==> config.mk <==
export PLATFORM = sky130hd
export DESIGN_NAME = ltal_alert_logic
export DESIGN_NICKNAME = d
export VERILOG_FILES = /design/src/design/ltal_pkg.sv /design/src/design/ltal_alert_logic.sv /design/src/design/ltal_fault_counter.sv /design/src/design/ltal_lux_compare.sv
export SDC_FILE = /design/constraint.sdc
export NUM_CORES = 1
export LEC_CHECK = 0
export BUFFER_PORTS_ARGS = -buffer_cell sky130_fd_sc_hd__buf_2
export CAP_MARGIN = 20
export CELL_PAD_IN_SITES_DETAIL_PLACEMENT = 0
export CELL_PAD_IN_SITES_GLOBAL_PLACEMENT = 2
export CORE_MARGIN = 2
export CORE_UTILIZATION = 33
export CTS_CLUSTER_DIAMETER = 80
export CTS_CLUSTER_SIZE = 24
export DETAILED_ROUTE_END_ITERATION = 10
export GPL_TIMING_DRIVEN = 0
export HOLD_SLACK_MARGIN = 0.03
export PLACE_DENSITY_LB_ADDON = 0.1
export SLEW_MARGIN = 20
export SYNTH_ARGS = -nofsm -noshare
export SYNTH_HDL_FRONTEND = slang
export SYNTH_SLANG_ARGS = --single-unit
==> constraint.sdc <==
create_clock -name core_clk -period 4.3 [get_ports core_clk]
set_input_delay 0.86 -clock core_clk [delete_from_list [all_inputs] [get_ports core_clk]]
set_output_delay 0.86 -clock core_clk [all_outputs]
set_load 0.01 [all_outputs]
==> src/design/ltal_pkg.sv <==
// shared constants for the light threshold alert logic
package ltal_pkg;

   // register pointer values
   localparam logic [7:0] REG_RESULT_ADDR = 8'h00;
   localparam logic [7:0] REG_CONFIG_ADDR = 8'h01;
   localparam logic [7:0] REG_LOW_ADDR = 8'h02;
   localparam logic [7:0] REG_HIGH_ADDR = 8'h03;

   // reset values
   localparam logic [15:0] RESULT_RESET = 16'h0000;
   localparam logic [15:0] LOW_RESET = 16'h0000;
   localparam logic [15:0] HIGH_RESET = 16'hBFFF;
   localparam logic [15:0] READ_ZERO = 16'h0000;
   localparam logic [3:0] RANGE_RESET = 4'hC;
   localparam logic LATCH_RESET = 1'b1;
   localparam logic POL_RESET = 1'b0;
   localparam logic MASK_RESET = 1'b0;
   localparam logic [1:0] FAULT_SEL_RESET = 2'h0;

   // encodings
   localparam logic [3:0] RANGE_AUTO = 4'hC;
   localparam logic [3:0] EXP_ZERO = 4'h0;

   // value layout: exponent over mantissa
   localparam int EXP_MSB = 15;
   localparam int EXP_LSB = 12;
   localparam int MANT_MSB = 11;
   localparam int MANT_LSB = 0;

   // config_control layout
   localparam int CFG_RANGE_MSB = 15;
   localparam int CFG_RANGE_LSB = 12;
   localparam int CFG_HIGH_FLAG_BIT = 6;
   localparam int CFG_LOW_FLAG_BIT = 5;
   localparam int CFG_LATCH_BIT = 4;
   localparam int CFG_POL_BIT = 3;
   localparam int CFG_MASK_BIT = 2;
   localparam int CFG_FAULT_MSB = 1;
   localparam int CFG_FAULT_LSB = 0;

endpackage : ltal_pkg

==> src/design/ltal_alert_logic.sv <==
// threshold comparison, limit flags and open-drain alert pin with register port
`timescale 1ns/1ps
`default_nettype none
// Operation
// - high flag sets after selected run of results above the high limit
// - low flag sets after selected run of results below the low limit
// - high flag bit 6, low flag bit 5, read-only, reset zero
// - reporting style bit 4, read/write, resets to 1, governs pin and flags
// - style 0: flags follow the comparison, pin set by a high run and cleared by a low run, no clearing needed
// - style 1: pin and flags stay asserted until the host clears them
// - polarity bit 3 resets 0; when 0 an event pulls the pin low
// - polarity 1: an event releases the pin for the external pull-up
// - mask bit 2 resets 0; with manual range, reported exponent reads zero
// - masking touches only the reported result, never the comparisons
// - fault code 00..11 needs 1, 2, 4 or 8 consecutive faults; resets 00
// - result and limits compared on a common mantissa-shifted-by-exponent scale
module ltal_alert_logic
   import ltal_pkg::*;
#(
   parameter int CNT_W = 4,
   parameter int LIN_W = 27
) (
   input wire logic core_clk, // clock, 50 MHz
   input wire logic srst, // sync reset, active high
   input wire logic convDone, // pulse: new result on convResult
   input wire logic [15:0] convResult, // raw conversion result
   input wire logic [7:0] regAddr, // register pointer from the link
   input wire logic regWrite, // pulse: write regWdata
   input wire logic regRead, // pulse: read register
   input wire logic [15:0] regWdata, // write data
   output logic [15:0] regRdata, // read data, valid with regRvalid
   output logic regRvalid, // pulse: regRdata valid
   output logic intOut, // alert pin drive value, always low
   output logic intOe, // alert pin pull-down enable
   output logic highLimitFlag, // high flag state
   output logic lowLimitFlag // low flag state
);

   // register state
   logic [15:0] resultReg;
   logic [15:0] resultNext;
   logic [15:0] lowReg;
   logic [15:0] lowNext;
   logic [15:0] highReg;
   logic [15:0] highNext;
   logic [3:0] rangeSelReg;
   logic [3:0] rangeSelNext;
   logic latchSelReg;
   logic latchSelNext;
   logic polReg;
   logic polNext;
   logic expMaskReg;
   logic expMaskNext;
   logic [1:0] faultSelReg;
   logic [1:0] faultSelNext;
   logic highFlagReg;
   logic highFlagNext;
   logic lowFlagReg;
   logic lowFlagNext;
   logic alertReg;
   logic alertNext;
   logic [15:0] rdataReg;
   logic [15:0] rdataNext;
   logic rvalidReg;
   logic intOeReg;

   // decode
   wire logic hitResult;
   wire logic hitConfig;
   wire logic hitLow;
   wire logic hitHigh;
   wire logic cfgWrite;
   wire logic cfgRead;
   wire logic lowWrite;
   wire logic highWrite;
   wire logic hostClear;
   wire logic maskActive;
   wire logic [15:0] resultView;
   wire logic [15:0] configView;
   wire logic [15:0] readMux;

   // comparison
   wire logic aboveHigh;
   wire logic belowHigh;
   wire logic aboveLow;
   wire logic belowLow;
   wire logic highTrip;
   wire logic lowTrip;

   assign hitResult = regAddr == REG_RESULT_ADDR;
   assign hitConfig = regAddr == REG_CONFIG_ADDR;
   assign hitLow = regAddr == REG_LOW_ADDR;
   assign hitHigh = regAddr == REG_HIGH_ADDR;
   assign cfgWrite = regWrite && hitConfig;
   assign cfgRead = regRead && hitConfig;
   assign lowWrite = regWrite && hitLow;
   assign highWrite = regWrite && hitHigh;

   // reading config_control is the clearing action in latched style
   assign hostClear = cfgRead;

   // comparisons see the raw conversion, never the masked view
   ltal_lux_compare #(
      .LIN_W(LIN_W)
   ) highCmp (
      .valueA(convResult),
      .valueB(highReg),
      .aAbove(aboveHigh),
      .aBelow(belowHigh)
   );

   ltal_lux_compare #(
      .LIN_W(LIN_W)
   ) lowCmp (
      .valueA(convResult),
      .valueB(lowReg),
      .aAbove(aboveLow),
      .aBelow(belowLow)
   );

   ltal_fault_counter #(
      .CNT_W(CNT_W)
   ) highRun (
      .core_clk(core_clk),
      .srst(srst),
      .sample(convDone),
      .violation(aboveHigh),
      .faultSel(faultSelReg),
      .trip(highTrip)
   );

   ltal_fault_counter #(
      .CNT_W(CNT_W)
   ) lowRun (
      .core_clk(core_clk),
      .srst(srst),
      .sample(convDone),
      .violation(belowLow),
      .faultSel(faultSelReg),
      .trip(lowTrip)
   );

   // reported result: exponent zeroed under manual range with mask on
   assign maskActive = expMaskReg && (rangeSelReg < RANGE_AUTO);
   assign resultView = maskActive ? {EXP_ZERO, resultReg[MANT_MSB:MANT_LSB]} : resultReg;

   assign configView = {rangeSelReg, 5'h00, highFlagReg, lowFlagReg, latchSelReg, polReg,
                        expMaskReg, faultSelReg};

   // unmapped pointers read zero
   assign readMux = hitResult ? resultView :
                    hitConfig ? configView :
                    hitLow ? lowReg :
                    hitHigh ? highReg : READ_ZERO;

   assign resultNext = convDone ? convResult : resultReg;
   assign lowNext = lowWrite ? regWdata : lowReg;
   assign highNext = highWrite ? regWdata : highReg;
   assign rangeSelNext = cfgWrite ? regWdata[CFG_RANGE_MSB:CFG_RANGE_LSB] : rangeSelReg;
   assign latchSelNext = cfgWrite ? regWdata[CFG_LATCH_BIT] : latchSelReg;
   assign polNext = cfgWrite ? regWdata[CFG_POL_BIT] : polReg;
   assign expMaskNext = cfgWrite ? regWdata[CFG_MASK_BIT] : expMaskReg;
   assign faultSelNext = cfgWrite ? regWdata[CFG_FAULT_MSB:CFG_FAULT_LSB] : faultSelReg;
   assign rdataNext = regRead ? readMux : rdataReg;

   // flags and alert state; a trip in the clearing cycle wins
   always_comb begin
      highFlagNext = highFlagReg;
      lowFlagNext = lowFlagReg;
      alertNext = alertReg;
      if (latchSelReg) begin
         highFlagNext = highTrip || (highFlagReg && !hostClear);
         lowFlagNext = lowTrip || (lowFlagReg && !hostClear);
         alertNext = highTrip || lowTrip || (alertReg && !hostClear);
      end else begin
         if (highTrip) begin
            highFlagNext = 1'b1;
         end else if (convDone && !aboveHigh) begin
            highFlagNext = 1'b0;
         end
         if (lowTrip) begin
            lowFlagNext = 1'b1;
         end else if (convDone && !belowLow) begin
            lowFlagNext = 1'b0;
         end
         // hysteresis: high run asserts, low run deasserts
         if (highTrip) begin
            alertNext = 1'b1;
         end else if (lowTrip) begin
            alertNext = 1'b0;
         end
      end
   end

   always_ff @(posedge core_clk) begin
      if (srst) begin
         resultReg <= RESULT_RESET;
         lowReg <= LOW_RESET;
         highReg <= HIGH_RESET;
         rangeSelReg <= RANGE_RESET;
         latchSelReg <= LATCH_RESET;
         polReg <= POL_RESET;
         expMaskReg <= MASK_RESET;
         faultSelReg <= FAULT_SEL_RESET;
      end else begin
         resultReg <= resultNext;
         lowReg <= lowNext;
         highReg <= highNext;
         rangeSelReg <= rangeSelNext;
         latchSelReg <= latchSelNext;
         polReg <= polNext;
         expMaskReg <= expMaskNext;
         faultSelReg <= faultSelNext;
      end
   end

   always_ff @(posedge core_clk) begin
      if (srst) begin
         highFlagReg <= 1'b0;
         lowFlagReg <= 1'b0;
         alertReg <= 1'b0;
         intOeReg <= POL_RESET;
         rdataReg <= READ_ZERO;
         rvalidReg <= 1'b0;
      end else begin
         highFlagReg <= highFlagNext;
         lowFlagReg <= lowFlagNext;
         alertReg <= alertNext;
         intOeReg <= alertNext ^ polNext;
         rdataReg <= rdataNext;
         rvalidReg <= regRead;
      end
   end

   // pin never drives high: released or pulled low only
   assign intOut = 1'b0;
   assign intOe = intOeReg;
   assign regRdata = rdataReg;
   assign regRvalid = rvalidReg;
   assign highLimitFlag = highFlagReg;
   assign lowLimitFlag = lowFlagReg;
endmodule : ltal_alert_logic
`default_nettype wire

==> src/design/ltal_fault_counter.sv <==
// counts consecutive limit violations and trips at the selected count
`timescale 1ns/1ps
`default_nettype none
module ltal_fault_counter
   import ltal_pkg::*;
#(
   parameter int CNT_W = 4
) (
   input wire logic core_clk, // clock
   input wire logic srst, // sync reset, active high
   input wire logic sample, // conversion finished
   input wire logic violation, // result beyond this limit
   input wire logic [1:0] faultSel, // consecutive count code
   output logic trip // reached count on this sample
);

   logic [CNT_W-1:0] cntReg;
   logic [CNT_W-1:0] cntNext;
   wire logic [CNT_W-1:0] cntPlus;
   wire logic [CNT_W-1:0] needed;

   // code 0..3 selects 1, 2, 4 or 8
   function automatic logic [CNT_W-1:0] neededCount(input logic [1:0] sel);
      neededCount = {{(CNT_W-1){1'b0}}, 1'b1} << sel;
   endfunction : neededCount

   assign needed = neededCount(faultSel);
   assign cntPlus = cntReg + {{(CNT_W-1){1'b0}}, 1'b1};
   assign trip = sample && violation && (cntPlus >= needed);

   // saturate at the needed count; a passing sample restarts the run
   always_comb begin
      cntNext = cntReg;
      if (sample) begin
         if (!violation) begin
            cntNext = '0;
         end else if (cntReg < needed) begin
            cntNext = cntPlus;
         end
      end
   end

   always_ff @(posedge core_clk) begin
      if (srst) begin
         cntReg <= '0;
      end else begin
         cntReg <= cntNext;
      end
   end

endmodule : ltal_fault_counter
`default_nettype wire

==> src/design/ltal_lux_compare.sv <==
// scales two exponent/mantissa values to a common base and compares them
`timescale 1ns/1ps
`default_nettype none
module ltal_lux_compare
   import ltal_pkg::*;
#(
   parameter int LIN_W = 27
) (
   input wire logic [15:0] valueA, // value under test
   input wire logic [15:0] valueB, // limit
   output logic aAbove, // valueA greater than valueB
   output logic aBelow // valueA less than valueB
);

   wire logic [LIN_W-1:0] linA;
   wire logic [LIN_W-1:0] linB;

   // mantissa shifted by exponent gives a common 0.01-unit scale
   assign linA = LIN_W'(valueA[MANT_MSB:MANT_LSB]) << valueA[EXP_MSB:EXP_LSB];
   assign linB = LIN_W'(valueB[MANT_MSB:MANT_LSB]) << valueB[EXP_MSB:EXP_LSB];
   assign aAbove = linA > linB;
   assign aBelow = linA < linB;

endmodule : ltal_lux_compare
`default_nettype wire

==> impl_metrics.ini <==
[status]
status = finished, final reports clean

[global_route]
track_usage_pct = 22.3
grt_pass1_wl_um = 37700
grt_overflow = 0
antenna_found_initial = 0
grt_pass1_vias = 6254
grt_max_degree = 16

[synth]
synth-edff-count = 0
postSynth.asyncResetShare_pct = 0
synth.area.top_cells = dfxtp_1 24%, ha_1 12%, mux2i_1 11%
yosysTopAreaCell = dfxtp_1
yosys_most_used_dff = dfxtp_1
synth_nets = 1009
yosys_warnings = 0
netlist_area_um2 = 7070
ys_types = 67
yosysSeqAreaShare_pct = 24.4
netlist.area_leader.share_pct = 24.4
synth.avg_cell_area_um2 = 7.89
syn_inst = 896
ys_ff_latch = 86

[detailed_routing]
drt_iter0_markers = 387
drc = 0
via_count = 6585
ant_nets = 0
via_per_inst = 5.26
first_pass_iters = 5
wire_per_inst_um = 19.9
drt-total-wl_um = 24900

[power]
vdd.ir_drop.worst_v = 0.000182
total_power_mw = 2.20
p_sw_uw = 649
combinationalPowerShare_pct = 21.6
clkPwrFrac_pct = 40.2
internal_power_mw = 1.55
switching_share_pct = 29.5
pwr_density_cell_nw_per_um2 = 266
leakage_nw = 3.53
seq_power_share_pct = 38.2

[floorplanning]
die_y_um = 150
die_area_um2 = 22600
rows = 53
coreArea_um2 = 21000
fp.dieW_um = 150
initial_core_util_pct = 33.6
io_pins = 66

[timing]
worst-slew-pin-transition_ps = 1060
finalSetupViolCount = 0
fin_tns_setup_ps = 0
max_freq_mhz = 240
fin_hold_ws_ps = 492
worst_slack_ps = 138
fin_skew_ps = 7.92
min_period_over_period_pct = 96.8
maxSlewHeadroom_pct = 27.6
hold_viol = 0
maxSlewViolCount = 0
fin_crit_ps = 4160

[critical_path]
rr_worst_depth = 16
cp-end-kind = flop
arrival_ps = 4400
cpMaxStageDelayCell = a221oi_2
cpLargestDelayFamily = compound AO/OA/AOI/OAI gates
max_stage_delay_ps = 390
required_ps = 4540
setup.worst_path.start_class = input pin
cp_max_fo = 10
path_cells = buf_2 -> buf_8 -> buf_8 -> mux2i_4 -> nand2_1 -> o21ai_2 -> nor2_1 -> nor2_2 -> mux2i_4 -> ha_1 -> a21oi_1 -> o21ai_0 -> a221oi_2 -> nand2_2 -> or3_4 -> o22ai_4 -> mux2i_2 -> a21oi_1 -> a31o_1
worst-path-buf-inv = 3
path_depth = 19
path_class = input pin to flop

[min_path]
hold_depth = 2
hp-class = flop to flop

[place]
postPlaceCellArea_um2 = 7720
port_buffers = 61
preCtsSetupSlack_ps = -935
gp_congestion = 0.833
hpwlAfterDp_um = 20400

[clock_network]
cts_max_level = 3
clock_path_buffers = 2
clkTransAtPathRegs_ps = 70
cts_tree = done
clock_latency_ps = 350
cts_made_buffers = 9
cts_root_buf = clkbuf_16
cts_sinks = 86
cts_hold_buffers = 0

[flow_run]
cap_violations = 0

[finish]
antenna_cells = 0
final_area_um2 = 8260
syn_to_final_growth_pct = 16.9
nets = 1086
layout_common_cells = 126 x nand2_1, 91 x nor2_1, 86 x dfxtp_1, 84 x a21oi_1, 70 x mux2i_1
fill_cells = 2230
drive_gt1_share_pct = 18.1
layout_commonest_cell = nand2_1
-- kinds of logic after synthesis --
group | Yosys count | synth area share [%]
adders and majority gates | 68 | 12.0
buffers and inverters | 73 | 4.11
AOI/OAI and AO/OA | 195 | 17.0
muxes | 105 | 17.4
xor gates and xnor gates | 6 | 0.744
DFF | 86 | 24.4
other | 1 | 0.0531
and+or+nand+nor | 362 | 24.3
-- per-layer routing --
metal | up-vias | routed length [um] | part of all wire (%) | GRT usage [%]
met5 | - | 0 | 0 | 0
met1 | 3102 | 13000 | 52 | 33.6
met3 | 17 | 804 | 3.2 | 2.94
met2 | 116 | 10900 | 44 | 34.2
li1 | 3350 | - | - | -
met4 | 0 | 223 | 0.89 | 3.92
-- layout make-up --
cell class	count	area, um2	share of cell area (%)
Multi-Input combinational cell	737	5180	62.8
Sequential cell	86	1720	20.8
Timing Repair Buffer	68	358	4.33
Tap cell	275	344	4.17
Buffer	55	258	3.12
Clock buffer	10	239	2.89
Clock inverter	6	95.1	1.15
Inverter	16	60.1	0.727
-- through the flow --
step / util, % / instances
2_1_floorplan: - / 896
5_1_grt: 39.3 / 1253
6_report: 39.3 / 1253
3_3_place_gp: 36.7 / 1232
4_1_cts: 38.6 / 1249
3_5_place_dp: 36.7 / 1232
-- power by group through the flow --
| stage | Clock, mW | Combinational [mW] | Sequential, mW |
|---|---|---|---|
| detailed placement | 0 | 0.424 | 0.856 |
| global route | 0.925 | 0.524 | 0.840 |
| finish | 0.883 | 0.475 | 0.839 |
| CTS | 0.893 | 0.447 | 0.838 |
| floorplan | 0 | 0.283 | 0.850 |
| global placement | 0 | 0.427 | 0.857 |
-- synthesized netlist by cell type, drive strengths merged, types with 2 or more instances --
| cell | number |
|---|---|
| or2 | 7 |
| a21o | 9 |
| nor2b | 31 |
| ha | 68 |
| a21oi | 90 |
| nor2 | 95 |
| xor2 | 2 |
| or3 | 3 |
| and3 | 7 |
| mux2 | 18 |
| dfxtp | 86 |
| nor4 | 2 |
| inv | 16 |
| mux2i | 75 |
| and2 | 8 |
| buf | 15 |
| xnor2 | 4 |
| o22ai | 3 |
| nor3b | 3 |
| a21boi | 2 |
| a2bb2oi | 3 |
| a31oi | 3 |
| nor3 | 10 |
| o211ai | 5 |
| a22oi | 9 |
| o21ai | 43 |
| a211o | 3 |
| nand2b | 11 |
| a221o | 2 |
| a211oi | 11 |
| clkbuf | 42 |
| nand2 | 127 |
| nand3 | 27 |
| mux4 | 12 |
| nand3b | 18 |
| nand4 | 10 |
-- final timing paths --
kind / from / endpoint / slack (ps)
worst min register to register: regRdata[13]$_SDFFE_PP0P_ / regRdata[13]$_SDFFE_PP0P_ / 490
worst max register to register: lowReg[13]$_SDFFE_PP0P_ / intOe$_SDFF_PP0_ / 220
worst min-delay path: regRdata[13]$_SDFFE_PP0P_ / regRdata[13]$_SDFFE_PP0P_ / 490
worst max-delay path: convResult[13] / intOe$_SDFF_PP0_ / 140
-- registers in the layout (all words and copies together), names as in the netlist --
signal	count
highReg	16
lowReg	16
regRdata	16
resultReg	16
highRun.cntReg	4
lowRun.cntReg	4
rangeSelReg	4
faultSelReg	2
alertReg	1
expMaskReg	1
highLimitFlag	1
intOe	1
latchSelReg	1
lowLimitFlag	1
polReg	1
regRvalid	1
-- worst register-to-register path: cells and delay by family (launching register included) --
| family | cells | cell delay, ps |
|---|---|---|
| AO/OA/AOI/OAI | 8 | 1510 |
| multiplexers | 3 | 850 |
| AND/OR/NAND/NOR | 2 | 510 |
| buffers and inverters | 2 | 490 |
| flip-flops | 1 | 340 |
| adder cells (fa/ha/maj) | 1 | 270 |
-- repair_timing --
item	in CTS	in global routing
buffers inserted	1	6
pin swaps	1	9
resized for setup	20	41
endpoints found under the setup margin	9	6
(Power assumes the default switching activity.)
